### config.mk
export PLATFORM = sky130hd
export DESIGN_NAME = sd_decimator_flat
export DESIGN_NICKNAME = d
export VERILOG_FILES = /design/src/include/sd_link_pkg.sv /design/src/include/sd_link_if.sv /design/src/hdl/sd_decimator.sv /design/src/flat_wrapper.sv
export VERILOG_INCLUDE_DIRS = /design/src /design/src/include
export SDC_FILE = /design/constraint.sdc
export NUM_CORES = 1
export LEC_CHECK = 0
export ABC_CLOCK_PERIOD_IN_PS = 17500
export BUFFER_PORTS_ARGS = -buffer_cell sky130_fd_sc_hd__buf_2
export CAP_MARGIN = 20
export CORE_ASPECT_RATIO = 0.5
export CORE_MARGIN = 4
export CORE_UTILIZATION = 69
export CTS_CLUSTER_DIAMETER = 60
export DETAILED_ROUTE_END_ITERATION = 10
export PLACE_DENSITY = 0.87
export SYNTH_ARGS = -nofsm -noshare
export SYNTH_HDL_FRONTEND = slang
export SYNTH_SLANG_ARGS = --single-unit
### constraint.sdc
create_clock -name ref_clk_i -period 17.5 [get_ports ref_clk_i]
set_input_delay 1.75 -clock ref_clk_i [delete_from_list [all_inputs] [get_ports ref_clk_i]]
set_output_delay 1.75 -clock ref_clk_i [all_outputs]
set_load 0.02 [all_outputs]
### src/include/sd_link_consts.svh
// Contract
// - controller clocks modulator between 5 and 22 MHz
// - modulator loop advances once per clock cycle
// - feedback level follows comparator on next clock
// - zero input gives ones half the time
// - positive linear limit gives 78.1 percent ones
// - negative linear limit gives 21.9 percent ones
// - clip levels force all ones or zeros
// - one data bit per modulator clock cycle
// - bit changes on falling edge, sampled rising
// - receiver decimates stream with low-pass filter
// - decimation filter is third-order sinc
// - ratio selectable 16 to 256, default 256
// - one word per ratio modulator clock cycles
// - first three words after step are unsettled; settled_o already rises with the third word after a clear
// - optional fast path: sinc2 times one plus delay
// - strobe registers integrator, three differences make word
// - filter registers 24-bit wrapping, async active-low clear
// - clock period 45.5 to 200 ns, phases 20 ns
`ifndef SD_LINK_CONSTS_SVH
`define SD_LINK_CONSTS_SVH

// system clock
`define REF_CLK_PERIOD_PS 4000
// modulator clock limits
`define MOD_CLK_PERIOD_MIN_PS 45500
`define MOD_CLK_PERIOD_MAX_PS 200000
`define MOD_CLK_PHASE_MIN_PS 20000
// half period in system cycles, least time rounded up
`define MOD_CLK_HALF_CYCLES \
	((`MOD_CLK_PERIOD_MIN_PS + 2 * `REF_CLK_PERIOD_PS - 1) / \
	(2 * `REF_CLK_PERIOD_PS))

// input levels in millivolts
`define LINEAR_LIMIT_MV 250
`define CLIP_LIMIT_MV 320
// loop levels, full density is +/- FULL_LEVEL
`define FULL_LEVEL 1024
// 78.1 percent ones: (0.781 - 0.5) * 2 * 1024
`define LINEAR_LEVEL 576
`define MV_ZERO 11'h000

// decimation
`define OSR_MIN 16
`define OSR_MAX 256
`define OSR_DEFAULT 9'h100
`define SETTLE_WORDS 3
`define WORD_ZERO 24'h000000

`endif

### src/include/sd_link_pkg.sv
package sd_link_pkg;

	// filter word, 24-bit wrapping unsigned
	typedef logic [23:0] word_t;
	// differential input in millivolts, signed
	typedef logic signed [10:0] mv_t;
	// loop level and integrators
	typedef logic signed [19:0] level_t;
	typedef logic signed [23:0] integ_t;
	// oversampling ratio
	typedef logic [8:0] osr_t;

	typedef enum logic [1:0] {
		SETTLE_0 = 2'b00,
		SETTLE_1 = 2'b01,
		SETTLE_2 = 2'b10,
		SETTLED = 2'b11
	} settle_state_t;

endpackage

### src/include/sd_link_if.sv
`timescale 1ns/10ps
interface sd_link_if;
	logic modulator_clock;
	logic bitstream;

	// the filter end makes the clock, the modulator drives the bits
	modport modulator (
		input modulator_clock,
		output bitstream
	);
	modport filter (
		output modulator_clock,
		input bitstream
	);
endinterface

### src/hdl/sd_decimator.sv
`timescale 1ns/10ps
`include "sd_link_consts.svh"
module sd_decimator
	import sd_link_pkg::*;
(
	input wire logic ref_clk_i,
	input wire logic rst_i,
	input wire logic filter_reset_n_i,
	input wire osr_t osr_i,
	output word_t filtered_word_o,
	output word_t fast_word_o,
	output logic word_valid_o,
	output logic settled_o,
	output logic decimation_strobe_o,
	sd_link_if.filter link
);

	localparam logic [2:0] HALF_CYCLES = 3'(`MOD_CLK_HALF_CYCLES);

	// clamp a requested ratio to the supported span
	function automatic osr_t clamp_osr(input osr_t r);
		begin
			if (r < osr_t'(`OSR_MIN)) begin
				clamp_osr = osr_t'(`OSR_MIN);
			end else if (r > osr_t'(`OSR_MAX)) begin
				clamp_osr = osr_t'(`OSR_MAX);
			end else begin
				clamp_osr = r;
			end
		end
	endfunction

	logic [2:0] div_cnt_reg;
	logic mclk_reg;
	logic bs_s1_reg, bs_s2_reg;
	osr_t osr_reg;
	osr_t dec_cnt_reg;
	logic decimation_strobe_reg;
	logic strobe_d_reg;
	word_t ones_accumulator_reg;
	word_t cn1_reg, cn2_reg;
	word_t dn0_reg, dn1_reg, dn3_reg, dn5_reg;
	word_t fd0_reg, fd1_reg, fd2_reg;
	word_t fh1_reg, fh2_reg;
	word_t filtered_word_reg, fast_word_reg;
	logic word_valid_reg;
	settle_state_t settle_reg, settle_next;

	// clock divider: equal phases, period not below the minimum
	// a 250 MHz base cannot hit 45.5 ns exactly, so 48 ns is used
	wire div_wrap = (div_cnt_reg == HALF_CYCLES - 3'h1);
	wire rise_en = div_wrap & ~mclk_reg;

	always_ff @(posedge ref_clk_i) begin
		if (rst_i) begin
			div_cnt_reg <= 3'h0;
			mclk_reg <= 1'b0;
		end else if (div_wrap) begin
			div_cnt_reg <= 3'h0;
			mclk_reg <= ~mclk_reg;
		end else begin
			div_cnt_reg <= div_cnt_reg + 3'h1;
		end
	end

	assign link.modulator_clock = mclk_reg;

	// returning bits cross from the pin through two flops
	always_ff @(posedge ref_clk_i) begin
		bs_s1_reg <= link.bitstream;
		bs_s2_reg <= bs_s1_reg;
	end

	// three integrators step on each rising modulator edge
	// the bit changed half a period earlier, so it is stable here
	always_ff @(posedge ref_clk_i or negedge filter_reset_n_i) begin
		if (!filter_reset_n_i) begin
			ones_accumulator_reg <= `WORD_ZERO;
			cn1_reg <= `WORD_ZERO;
			cn2_reg <= `WORD_ZERO;
		end else if (rst_i) begin
			ones_accumulator_reg <= `WORD_ZERO;
			cn1_reg <= `WORD_ZERO;
			cn2_reg <= `WORD_ZERO;
		end else if (rise_en) begin
			ones_accumulator_reg <= ones_accumulator_reg +
				{23'h000000, bs_s2_reg};
			cn1_reg <= cn1_reg + ones_accumulator_reg;
			cn2_reg <= cn2_reg + cn1_reg;
		end
	end

	// decimation counter in modulator cycles; ratio taken at a boundary
	// so a change never produces a short or long word
	wire dec_wrap = (dec_cnt_reg == osr_reg - osr_t'(1));

	always_ff @(posedge ref_clk_i) begin
		if (rst_i) begin
			osr_reg <= `OSR_DEFAULT;
			dec_cnt_reg <= '0;
			decimation_strobe_reg <= 1'b0;
		end else begin
			decimation_strobe_reg <= rise_en & dec_wrap;
			if (rise_en) begin
				if (dec_wrap) begin
					dec_cnt_reg <= '0;
					osr_reg <= clamp_osr(osr_i);
				end else begin
					dec_cnt_reg <= dec_cnt_reg + osr_t'(1);
				end
			end
		end
	end

	// sinc3 comb: three successive differences
	wire word_t cn3 = dn0_reg - dn1_reg;
	wire word_t cn4 = cn3 - dn3_reg;
	wire word_t comb_word = cn4 - dn5_reg;

	always_ff @(posedge ref_clk_i or negedge filter_reset_n_i) begin
		if (!filter_reset_n_i) begin
			dn0_reg <= `WORD_ZERO;
			dn1_reg <= `WORD_ZERO;
			dn3_reg <= `WORD_ZERO;
			dn5_reg <= `WORD_ZERO;
		end else if (rst_i) begin
			dn0_reg <= `WORD_ZERO;
			dn1_reg <= `WORD_ZERO;
			dn3_reg <= `WORD_ZERO;
			dn5_reg <= `WORD_ZERO;
		end else if (decimation_strobe_reg) begin
			dn0_reg <= cn2_reg;
			dn1_reg <= dn0_reg;
			dn3_reg <= cn3;
			dn5_reg <= cn4;
		end
	end

	// fast path: sinc2 off the second integrator, then 1 + z^-2
	// at the word rate; settles a word after the sinc3 path, for trip detection
	wire word_t fe1 = fd0_reg - fd1_reg;
	wire word_t fe2 = fe1 - fd2_reg;
	wire word_t fast_sum = fe2 + fh2_reg;

	always_ff @(posedge ref_clk_i or negedge filter_reset_n_i) begin
		if (!filter_reset_n_i) begin
			fd0_reg <= `WORD_ZERO;
			fd1_reg <= `WORD_ZERO;
			fd2_reg <= `WORD_ZERO;
			fh1_reg <= `WORD_ZERO;
			fh2_reg <= `WORD_ZERO;
		end else if (rst_i) begin
			fd0_reg <= `WORD_ZERO;
			fd1_reg <= `WORD_ZERO;
			fd2_reg <= `WORD_ZERO;
			fh1_reg <= `WORD_ZERO;
			fh2_reg <= `WORD_ZERO;
		end else if (decimation_strobe_reg) begin
			fd0_reg <= cn1_reg;
			fd1_reg <= fd0_reg;
			fd2_reg <= fe1;
			fh1_reg <= fe2;
			fh2_reg <= fh1_reg;
		end
	end

	// output words registered one cycle after the comb update
	always_ff @(posedge ref_clk_i or negedge filter_reset_n_i) begin
		if (!filter_reset_n_i) begin
			strobe_d_reg <= 1'b0;
			filtered_word_reg <= `WORD_ZERO;
			fast_word_reg <= `WORD_ZERO;
			word_valid_reg <= 1'b0;
		end else if (rst_i) begin
			strobe_d_reg <= 1'b0;
			filtered_word_reg <= `WORD_ZERO;
			fast_word_reg <= `WORD_ZERO;
			word_valid_reg <= 1'b0;
		end else begin
			strobe_d_reg <= decimation_strobe_reg;
			word_valid_reg <= strobe_d_reg;
			if (strobe_d_reg) begin
				filtered_word_reg <= comb_word;
				fast_word_reg <= fast_sum;
			end
		end
	end

	// settling: a word counts as good from the third word after a clear on
	// a ratio change restarts the count, the old history is stale
	wire osr_change = rise_en & dec_wrap & (clamp_osr(osr_i) != osr_reg);

	always_comb begin
		settle_next = settle_reg;
		if (osr_change) begin
			settle_next = SETTLE_0;
		end else if (strobe_d_reg) begin
			unique case (settle_reg)
				SETTLE_0: begin
					settle_next = SETTLE_1;
				end
				SETTLE_1: begin
					settle_next = SETTLE_2;
				end
				SETTLE_2: begin
					settle_next = SETTLED;
				end
				SETTLED: begin
					settle_next = SETTLED;
				end
			endcase
		end
	end

	always_ff @(posedge ref_clk_i or negedge filter_reset_n_i) begin
		if (!filter_reset_n_i) begin
			settle_reg <= SETTLE_0;
		end else if (rst_i) begin
			settle_reg <= SETTLE_0;
		end else begin
			settle_reg <= settle_next;
		end
	end

	assign filtered_word_o = filtered_word_reg;
	assign fast_word_o = fast_word_reg;
	assign word_valid_o = word_valid_reg;
	assign settled_o = (settle_reg == SETTLED);
	assign decimation_strobe_o = decimation_strobe_reg;

endmodule

### src/flat_wrapper.sv
// flat-port wrapper written by rule: the top's interface ports become plain ports
module sd_decimator_flat import sd_link_pkg::*;
  (ref_clk_i, rst_i, filter_reset_n_i, osr_i, filtered_word_o, fast_word_o, word_valid_o, settled_o, decimation_strobe_o, link_modulator_clock, link_bitstream);
  sd_link_if link_i ();
  input wire logic ref_clk_i;
  input wire logic rst_i;
  input wire logic filter_reset_n_i;
  input wire osr_t osr_i;
  output word_t filtered_word_o;
  output word_t fast_word_o;
  output logic word_valid_o;
  output logic settled_o;
  output logic decimation_strobe_o;
  output wire logic [$bits(link_i.modulator_clock)-1:0] link_modulator_clock;
  input wire logic [$bits(link_i.bitstream)-1:0] link_bitstream;
  assign link_modulator_clock = link_i.modulator_clock;
  assign link_i.bitstream = link_bitstream;
  sd_decimator u_core (.ref_clk_i(ref_clk_i), .rst_i(rst_i), .filter_reset_n_i(filter_reset_n_i), .osr_i(osr_i), .filtered_word_o(filtered_word_o), .fast_word_o(fast_word_o), .word_valid_o(word_valid_o), .settled_o(settled_o), .decimation_strobe_o(decimation_strobe_o), .link(link_i));
endmodule
Yosys cells after proc, flatten, opt, wreduce, memory -nomap -nowiden. Index checks and enable logic that the tools add are counted.

Memories kept: 0. Logic and storage cells: 93. Bits in registers: 365. Output and inout port bits: 52. Latch bits: 0. Bits in writable memories: 0. Memory bits (read-only): 0.

Bitwise operators: 4. Div/mod/pow operators: 0. Multiply operators: 0. Shifts and indexed selects: 0. Equal/unequal tests: 6. Muxes and demuxes: 37. Reductions and logical operators: 8. Add/subtract/negate cells: 12. $lt $le $gt $ge: 2.

Operator list (count): $mux W24 (28); $sub A24 B24 Y24 (5); $add A24 B24 Y24 (3); $mux W9 (3); $add A24 B1 Y24 (1); $add A9 B1 Y9 const B (1); $eq A9 B9 Y1 (1); $gt A9 B9 Y1 const B (1); $lt A9 B5 Y1 const B (1); $ne A9 B9 Y1 (1); $sub A9 B1 Y9 const B (1); $mux W2 (3); $pmux W2 S3 (1); $reduce_bool A2 Y1 (3); $eq A2 B2 Y1 const B (2); $reduce_or A2 Y1 (2); $add A3 B1 Y3 const B (1); $and A1 B1 Y1 (3); $eq A3 B3 Y1 const B (1); $reduce_bool A3 Y1 (1); $eq A2 B1 Y1 const B (1); $logic_not A2 Y1 (1); $mux W1 (2); $reduce_and A2 Y1 (1); $not A1 Y1 (1).

Depth between registers and ports, before layout. Gate-level depths: netlist of the first run.

Word-level depth: 7. Gate-level depth with buffers: 31. Gate-level depth less buffers: 31.

Worst setup path before layout of the first run. OpenSTA, ideal clock, no wires.

Path kind: register to register. Start: reg u_core.fd1_reg[0]. End: reg u_core.fast_word_reg[23], in the netlist u_core.fast_word_o[23]. Slack: 11972 ps. Data arrival time: 5441 ps. Setup time: 87 ps. Stages on the path, launching flop included: 31. Data required time: 17413 ps. Cell sequence: dfrtp_1 ha_1 fa_1 nor2b_1 o21ai_0 a21boi_0 o21ai_0 nand2b_1 a21o_1 a21oi_1 xnor2_1 ha_1 and2_1 and3_1 a21o_1 o21ai_0 nand2b_1 a21o_1 a21oi_1 xnor2_1 ha_1 o21ai_0 o21ai_0 nor2b_1 o21ai_0 a31o_2 a21boi_0 o41ai_1 xor2_1 xnor2_1 a211oi_2.

Cells in the longest elaborated chain, start to end: 5.

RTL lines: start: declaration (line sd_decimator.sv:43) `word_t fd0_reg, fd1_reg, fd2_reg;`; start signal: assignment (line sd_decimator.sv:148) `` fd1_reg <= `WORD_ZERO; ``; start signal: assignment (line sd_decimator.sv:154) `` fd1_reg <= `WORD_ZERO; ``; start signal: assignment (line sd_decimator.sv:160) `fd1_reg <= fd0_reg;`; $sub A24 B24 Y24 (line sd_decimator.sv:141) `wire word_t fe1 = fd0_reg - fd1_reg;`; $sub A24 B24 Y24 (line sd_decimator.sv:142) `wire word_t fe2 = fe1 - fd2_reg;`; $add A24 B24 Y24 (line sd_decimator.sv:143) `wire word_t fast_sum = fe2 + fh2_reg;`; $mux W24 (line sd_decimator.sv:182) `if (strobe_d_reg) begin`; $mux W24 (line sd_decimator.sv:174) `end else if (rst_i) begin`; end signal: assignment (line sd_decimator.sv:172) `` fast_word_reg <= `WORD_ZERO; ``; end signal: assignment (line sd_decimator.sv:177) `` fast_word_reg <= `WORD_ZERO; ``; end signal: assignment (line sd_decimator.sv:184) `fast_word_reg <= fast_sum;`; end: declaration (line sd_decimator.sv:45) `word_t filtered_word_reg, fast_word_reg;`.

No other way between the ends. The select of a mux whose other input is x is not followed. A chain may end at the register's enable or synchronous reset.

Final worst setup path of the first run.
Start: reg u_core.fd0_reg[0]. End: reg u_core.fast_word_reg[23], in the netlist u_core.fast_word_o[23].

Cells in the longest elaborated chain, start to end: 5.

RTL lines: start: declaration (line sd_decimator.sv:43); start signal: assignment (line sd_decimator.sv:147) `` fd0_reg <= `WORD_ZERO; ``; start signal: assignment (line sd_decimator.sv:153) `` fd0_reg <= `WORD_ZERO; ``; start signal: assignment (line sd_decimator.sv:159) `fd0_reg <= cn1_reg;`; $sub A24 B24 Y24 (line sd_decimator.sv:141); $sub A24 B24 Y24 (line sd_decimator.sv:142); $add A24 B24 Y24 (line sd_decimator.sv:143); $mux W24 (line sd_decimator.sv:182); $mux W24 (line sd_decimator.sv:174).

No other way between the ends. The select of a mux whose other input is x is not followed.

==> flow_summary.json, run 1 <==
{
  "crit_slowest_cell": "fa_1",
  "design.core.area_um2": 34410,
  "diodes": 0,
  "hold_buffers": 0,
  "ff_latch_area_um2": 9014,
  "dp_hpwl_um": 39720,
  "worst_setup_path_end_kind": "flip-flop",
  "grt.total_usage": 0.2972,
  "setup_viol": 0,
  "placed_cells": 3122,
  "place_area_um2": 24720,
  "synth_edf_count": 0,
  "grt.overflow.total": 0,
  "dr.pass1.iters": 6,
  "grt_pass1_vias": 18870,
  "cp.arrival_ns": 6.84,
  "synth_fp_nets": 2878,
  "worstHoldPathType": "flip-flop to flip-flop",
  "area_growth_pct": 7.703,
  "wl_per_cell_um": 17.87,
  "synthArstFlopShare": 0.9315,
  "grt_start_max_net_pins": 110,
  "path_max_fanout": 4,
  "synthSimpleGateAreaFrac": 0.1614,
  "synth_area_leaders": "dfrtp_1 35%, ha_1 9.9%, mux2i_1 9.4%",
  "cts.sink_count": 365,
  "fin_tns_setup_ns": 0,
  "clock_skew_ns": 0.01718,
  "report.final.slew_viol_count": 0,
  "synth_cell_type_count": 91,
  "cts_tree": "done",
  "io-pin-count": 65,
  "drc": 0,
  "status": "finished clean",
  "fin_total_pwr_uw": 1682,
  "synth-main-ff-cell": "dfrtp_1",
  "p_per_area_nw_per_um2": 64.90,
  "synth_mux_area_frac": 0.09403,
  "insertion_delay_ns": 0.54,
  "period_needed_ns": 6.388,
  "cts_resized": 0,
  "fin_cells": 3182,
  "num_rows": 48,
  "synth_fa_ha_area_frac": 0.1055,
  "portBuffers": 64,
  "synth_compound_area_frac": 0.1529,
  "max_cap_viol_count": 0,
  "period_share": 0.3650,
  "worst_pin_slew_ns": 1.054,
  "synth_most_common_cell": "nor2_1",
  "max_freq_mhz": 156.6,
  "total_leakage_power_uw": 0.01184,
  "final_antenna_net_count": 0,
  "clk_pin_slew_worst_paths_ns": 0.06,
  "max_slew_margin": 0.2976,
  "cts_inserted_buffers": 35,
  "initial_core_util": 0.6991,
  "critPathTopFamily": "compound AO/OA/AOI/OAI gates",
  "antenna_found_initial": 0,
  "first_iter_violations": 2019,
  "layout.nets": 2896,
  "ys_seq_area_frac": 0.3745,
  "routabilityCongestion": 0.8663,
  "via_per_inst": 6.198,
  "grt_pass1_wl_um": 94930,
  "critical-path-max-stage-delay_ns": 0.40,
  "root_buffer": "clkbuf_16",
  "hold_slack_ns": 0.3300,
  "die_w_um": 272.1,
  "dieHeight_um": 140.0,
  "post_cts_buffers": 0,
  "vias": 19720,
  "htree_num_levels": 2,
  "netlist_top_cells_count": "392 x nor2_1, 340 x dfrtp_1, 226 x mux2i_1",
  "irDropWorstVdd_v": 0.00006145,
  "startpoint_type": "flip-flop",
  "drive_gt1_frac": 0.06095,
  "routed_wirelength_um": 56870,
  "final_hold_viol_count": 0,
  "synth_top_area_share": 0.3537,
  "ys_seq_elements": 365,
  "syn-cell-area_um2": 24060,
  "synth_cells": 2667,
  "synth_top_family_by_area": "simple AND/OR/NAND/NOR gates",
  "multiInputGateArea_um2": 13990,
  "clockBufferDepth": 3,
  "critPathMostFrequentCell": "o21ai_0",
  "fin_area_um2": 25910,
  "cp.required_ns": 17.95,
  "ys_warn_count": 0,
  "synth_top_cell_by_area": "dfrtp_1",
  "synth.avg_cell_area_um2": 9.020,
  "n_fill_cell": 2350,
  "worstSetupPathType": "flip-flop to flip-flop",
  "cp_num_buf_inv": 1,
  "dieArea_um2": 38100,
  "synth-xor-area-share": 0.06756,
  "rsz0062_at_grt": "no"
}
layout by cell type (no fill, tap or decap), types with 7 or more instances in the layout:
| master | n |
|---|---|
| a211o_1 | 8 |
| a211oi_1 | 21 |
| a21boi_0 | 14 |
| a21o_1 | 82 |
| a21oi_1 | 188 |
| a31oi_1 | 16 |
| and2_1 | 14 |
| and3_1 | 24 |
| buf_2 | 62 |
| buf_4 | 15 |
| clkbuf_1 | 7 |
| clkbuf_16 | 37 |
| dfrtp_1 | 339 |
| dfxtp_1 | 24 |
| fa_1 | 8 |
| ha_1 | 190 |
| inv_1 | 175 |
| mux2i_1 | 226 |
| nand2_1 | 178 |
| nand2b_1 | 22 |
| nand3_1 | 55 |
| nand3b_1 | 7 |
| nand4_1 | 21 |
| nor2_1 | 391 |
| nor2b_1 | 23 |
| nor3_1 | 51 |
| o2111ai_1 | 7 |
| o211ai_1 | 14 |
| o21a_1 | 34 |
| o21ai_0 | 76 |
| o21ai_1 | 8 |
| o21bai_1 | 18 |
| o31a_1 | 10 |
| or2_2 | 8 |
| or3_1 | 20 |
| xnor2_1 | 118 |
| xor2_1 | 65 |
final timing paths:
check | start | to | slack [ns] | depth (start not counted)
max | u_core.fd0_reg[0] | u_core.fast_word_o[23] | 11.11 | 31
max in group asynchronous | filter_reset_n_i | u_core.ones_accumulator_reg[6] | 14.19 | 4
min reg2reg | u_core.bs_s1_reg | u_core.bs_s2_reg | 0.33 | 0
min in group asynchronous | filter_reset_n_i | u_core.fh2_reg[3] | 1.26 | 1
max reg2reg | u_core.fd0_reg[0] | u_core.fast_word_o[23] | 11.11 | 31
min | u_core.bs_s1_reg | u_core.bs_s2_reg | 0.33 | 0
stage by stage:
stage	worst slack (ns)	utilization
3_5_place_dp	11.22	0.7182
6_report	11.11	0.7529
3_3_place_gp	11.52	0.7182
2_1_floorplan	11.97	-
4_1_cts	11.17	0.7521
5_1_grt	10.42	0.7529
power breakdown:
part / internal, uW / switching [uW]
Clock: 462 / 331
Sequential: 844 / 1.67
Combinational: 6.78 / 36.2
Total: 1310 / 369
layout make-up:
type                       count  area share
inverter                     176     0.02550
sequential                   365      0.3479
multi-input combinational   2027      0.5401
clock buffer                  48     0.03887
tap                          475     0.02294
clock inverter                11    0.006133
timing repair buffer          80     0.01854
logic make-up after synthesis:
| family | after synthesis |
|---|---|
| adders and majority gates | 198 |
| xor gates and xnor gates | 184 |
| muxes | 226 |
| AOI/OAI and AO/OA | 563 |
| buffers and inverters | 275 |
| and+or+nand+nor | 856 |
| DFF | 365 |
layer usage:
metal,wire [um],global-route usage
met1,27120,0.4467
met5,0,0
met2,24830,0.4606
met3,3678,0.03920
met4,1246,0.07423
(Power assumes the default switching activity.)
==> run 2: changes to the inputs <==
ABC_CLOCK_PERIOD_IN_PS = 5410   (was 17500)
CORE_UTILIZATION = 58   (was 69)
PLACE_DENSITY = 0.78   (was 0.87)
clock period = 5.41 ns   (was 17.5 ns; I/O delays follow)
==> flow_summary.json, run 2 (same netlist as run 1, synthesis figures left out) <==
{
  "die_w_um": 296.0,
  "drc": 0,
  "cp_num_buf_inv": 1,
  "failed_checks": "setup timing",
  "grt_pass1_vias": 18830,
  "critical-path-max-stage-delay_ns": 0.42,
  "routabilityCongestion": 0.8849,
  "r2r_cells": 28,
  "cp.arrival_ns": 6.03,
  "final_antenna_net_count": 0,
  "cts_inserted_buffers": 36,
  "portBuffers": 64,
  "rsz0062_at_grt": "yes",
  "r2r_setup_slack_ns": -0.20,
  "mostFrequentLayoutCell": "nor2_1",
  "design.core.area_um2": 40660,
  "report.final.slew_viol_count": 0,
  "layout.nets": 3118,
  "total_leakage_power_uw": 0.01325,
  "fin_tns_setup_ns": -1.224,
  "startpoint_type": "flip-flop",
  "io-pin-count": 65,
  "p_per_area_nw_per_um2": 191.7,
  "dieHeight_um": 152.0,
  "final_hold_viol_count": 0,
  "vias": 20350,
  "dr.pass1.iters": 5,
  "max_freq_mhz": 178.1,
  "dp_hpwl_um": 40070,
  "first_iter_violations": 1580,
  "drive_gt1_frac": 0.1740,
  "cp.required_ns": 5.82,
  "place_area_um2": 26220,
  "critPathTopFamily": "compound AO/OA/AOI/OAI gates",
  "reg2reg_to": "u_core.fast_word_o[22]",
  "hold_buffers": 0,
  "final_util": 0.7018,
  "crit_slowest_cell": "fa_2",
  "period_needed_ns": 5.615,
  "max_cap_viol_count": 0,
  "antenna_found_initial": 1,
  "n_fill_cell": 2823,
  "grt_start_max_net_pins": 150,
  "routed_wirelength_um": 61000,
  "cts_tree": "done",
  "diodes": 0,
  "fin_area_um2": 28540,
  "worst_setup_path_end_kind": "flip-flop",
  "fin_total_pwr_uw": 5471,
  "htree_num_levels": 2,
  "dieArea_um2": 45000,
  "path_max_fanout": 4,
  "clockBufferDepth": 3,
  "clock_skew_ns": 0.01830,
  "multiInputGateArea_um2": 14810,
  "grt.total_usage": 0.2521,
  "status": "finished with violations",
  "insertion_delay_ns": 0.53,
  "setup_viol": 10,
  "regToRegStartpoint": "u_core.fd1_reg[0]",
  "critPathMostFrequentCell": "a21o_1",
  "grt_pass1_wl_um": 95490,
  "mostFrequentLayoutCells": "387 x nor2_1, 339 x dfrtp_1, 227 x buf_4",
  "initial_core_util": 0.5916,
  "ff_latch_area_um2": 9014,
  "irDropWorstVdd_v": 0.0002293,
  "worstSetupPathType": "flip-flop to flip-flop",
  "root_buffer": "clkbuf_16",
  "clk_pin_slew_worst_paths_ns": 0.06,
  "period_share": 1.038,
  "grt.overflow.total": 0,
  "area_growth_pct": 18.62,
  "num_rows": 52,
  "max_slew_margin": 0.4072,
  "setup_slack_ns": -0.2046,
  "worstHoldPathType": "input pin to asynchronous set/reset pin",
  "wl_per_cell_um": 17.57,
  "via_per_inst": 5.862,
  "worst_pin_slew_ns": 0.8891,
  "cts.sink_count": 365
}
-- run 2: worst max-delay path by stage --
stage                 startpoint  slack [ns]  cells past startpoint                    endpoint
2_1_floorplan  u_core.fd1_reg[0]        0.01                     30      u_core.fast_word_o[23]
3_3_place_gp   u_core.fd0_reg[0]       -0.20                     31      u_core.fast_word_o[23]
3_5_place_dp   u_core.fd0_reg[0]       -0.44                     27      u_core.fast_word_o[23]
4_1_cts        u_core.fd1_reg[0]       -0.02                     26      u_core.fast_word_o[20]
5_1_grt        u_core.dn0_reg[0]       -0.49                     28  u_core.filtered_word_o[23]
6_report       u_core.fd1_reg[0]       -0.20                     28      u_core.fast_word_o[22]
-- run 2: what timing repair did --
action	in CTS	in global routing
resized for setup	58	118
pin swaps	33	101
endpoints found under the setup margin	11	22
setup buffers	18	26
-- run 2: cell type report --
type                       count  share of cell area
multi-input combinational   2027              0.5191
sequential                   365              0.3159
timing repair buffer         301             0.07651
clock buffer                  55             0.03876
tap                          540             0.02368
inverter                     176             0.02315
clock inverter                 7            0.002981
-- run 2: report_power, final --
part	total (uW)	internal [uW]	switching [uW]
sequential	2740	2730	5.92
combinational	141	21.9	119
clock	2590	1500	1090
-- run 2: stage by stage --
step / hold slack (ns) / worst slack (ns) / cells
2_1_floorplan: 0.2454 / 0.009829 / 2667
3_3_place_gp: 0.3153 / -0.2023 / 3370
3_5_place_dp: 0.3197 / -0.4398 / 3370
4_1_cts: 0.06713 / -0.02003 / 3450
5_1_grt: 0.09802 / -0.4891 / 3471
6_report: 0.03084 / -0.2046 / 3471
-- run 2: per-layer routing --
layer	part of all wire	routed length (um)	vias up	track usage
li1	-	-	9789	-
met1	0.48	29430	9918	0.3911
met2	0.45	27320	539	0.3809
met3	0.051	3125	99	0.03311
met4	0.018	1107	2	0.04655
met5	0.00016	10	-	0
==> run 3: changes to the inputs <==
TNS_END_PERCENT = 1   (was unset)
==> flow_summary.json, run 3 (same netlist as run 1, synthesis figures left out) <==
{
  "total_leakage_power_uw": 0.01322,
  "design.core.area_um2": 40660,
  "startpoint_type": "flip-flop",
  "grt_start_max_net_pins": 196,
  "setup_slack_ns": -0.1891,
  "hold_slack_ns": 0.04054,
  "critPathTopFamily": "compound AO/OA/AOI/OAI gates",
  "irDropWorstVdd_v": 0.0001761,
  "fin_area_um2": 28380,
  "die_w_um": 296.0,
  "portBuffers": 64,
  "failed_checks": "setup timing",
  "worst_pin_slew_ns": 0.9114,
  "hold_buffers": 0,
  "status": "finished with violations",
  "worst_setup_path_end_kind": "flip-flop",
  "cts_tree": "done",
  "setup_viol": 6,
  "clockBufferDepth": 3,
  "routed_wirelength_um": 59970,
  "cp_num_buf_inv": 2,
  "htree_num_levels": 2,
  "cts_inserted_buffers": 36,
  "root_buffer": "clkbuf_16",
  "drive_gt1_frac": 0.1671,
  "final_hold_viol_count": 0,
  "dieHeight_um": 152.0,
  "dieArea_um2": 45000,
  "layout.nets": 3119,
  "max_cap_viol_count": 0,
  "worstHoldPathType": "input pin to asynchronous set/reset pin",
  "grt.overflow.total": 0,
  "fin_total_pwr_uw": 5562,
  "dp_hpwl_um": 40690,
  "first_iter_violations": 1426,
  "num_rows": 52,
  "critical-path-max-stage-delay_ns": 0.42,
  "report.final.slew_viol_count": 0,
  "fin_cells": 3473,
  "path_max_fanout": 4,
  "clk_pin_slew_worst_paths_ns": 0.07,
  "routabilityCongestion": 0.9084,
  "initial_core_util": 0.5916,
  "cp.required_ns": 5.82,
  "wl_per_cell_um": 17.27,
  "clock_skew_ns": 0.01062,
  "area_growth_pct": 17.98,
  "fin_tns_setup_ns": -0.5277,
  "io-pin-count": 65,
  "antenna_found_initial": 0,
  "vias": 20220,
  "mostFrequentLayoutCells": "390 x nor2_1, 339 x dfrtp_1, 232 x buf_4",
  "p_per_area_nw_per_um2": 196.0,
  "diodes": 0,
  "cp.arrival_ns": 6.01,
  "grt.total_usage": 0.2567,
  "period_needed_ns": 5.599,
  "max_freq_mhz": 178.6,
  "rsz0062_at_grt": "yes",
  "grt_pass1_vias": 19190,
  "final_antenna_net_count": 0,
  "via_per_inst": 5.821,
  "mostFrequentLayoutCell": "nor2_1",
  "drc": 0,
  "insertion_delay_ns": 0.54,
  "cts.sink_count": 365,
  "r2r_setup_slack_ns": -0.19,
  "place_area_um2": 26290,
  "period_share": 1.035,
  "grt_pass1_wl_um": 97120,
  "dr.pass1.iters": 5,
  "max_slew_margin": 0.3924,
  "crit_slowest_cell": "dfrtp_1",
  "placed_cells": 3377,
  "worstSetupPathType": "flip-flop to flip-flop"
}
run 3: changes by cell type in the layout (fill, tap and decap cells not counted), moves of 4 or more:
| cell | before | now |
|---|---|---|
| buf_4 | 227 | 232 |
| buf_6 | 7 | 2 |
| ha_1 | 182 | 177 |
| a211oi_2 | 4 | 8 |
| a31oi_4 | 4 | 0 |
| xor2_1 | 57 | 61 |
| xor2_2 | 7 | 3 |
run 3: stage by stage:
| stage | worst slack, ns | util |
|---|---|---|
| 2_1_floorplan | -0.002237 | - |
| 3_3_place_gp | -0.2368 | 0.6465 |
| 3_5_place_dp | -0.3516 | 0.6465 |
| 4_1_cts | -0.1062 | 0.6849 |
| 5_1_grt | -0.4857 | 0.6980 |
| 6_report | -0.1891 | 0.6980 |
run 3: final timing paths:
path	from	depth (start not counted)	to
setup / recovery	u_core.dn1_reg[0]	28	u_core.filtered_word_o[20]
hold / removal	filter_reset_n_i	1	u_core.cn2_reg[4]
setup reg to reg	u_core.dn1_reg[0]	28	u_core.filtered_word_o[20]
hold reg to reg	u_core.bs_s1_reg	0	u_core.bs_s2_reg
max in group asynchronous	filter_reset_n_i	2	u_core.strobe_d_reg
min in group ref_clk_i	link_bitstream	1	u_core.bs_s1_reg
run 3: layout make-up:
class | count | area, um2
timing repair buffer | 302 | 2185
inverter | 176 | 660.6
fill | 2942 | 12280
clock inverter | 6 | 92.59
tap | 540 | 675.6
clock buffer | 57 | 1165
sequential | 365 | 9014
multi-input combinational | 2027 | 14590
run 3: power by group:
group          total [uW]  leakage, uW  internal, uW  switching [uW]
sequential           2740      0.00495          2730            6.21
clock                2690     0.000621          1580            1110
combinational         141      0.00765          21.9             119
total                5560       0.0132          4330            1230
run 3: repair_timing:
action / 4_1_cts / 5_1_grt
endpoints found under the setup margin: 14 / 22
buffers inserted: 15 / 19
pin swaps: 42 / 75
resized for setup: 53 / 79
hold endpoints to repair: 0 / 0
run 3: layer usage:
layer,up-vias,global-route usage,part of all wire
li1,9794,-,-
met1,9753,0.3934,0.48
met2,562,0.3805,0.43
met3,106,0.03996,0.058
met4,0,0.06352,0.023
met5,-,0,0
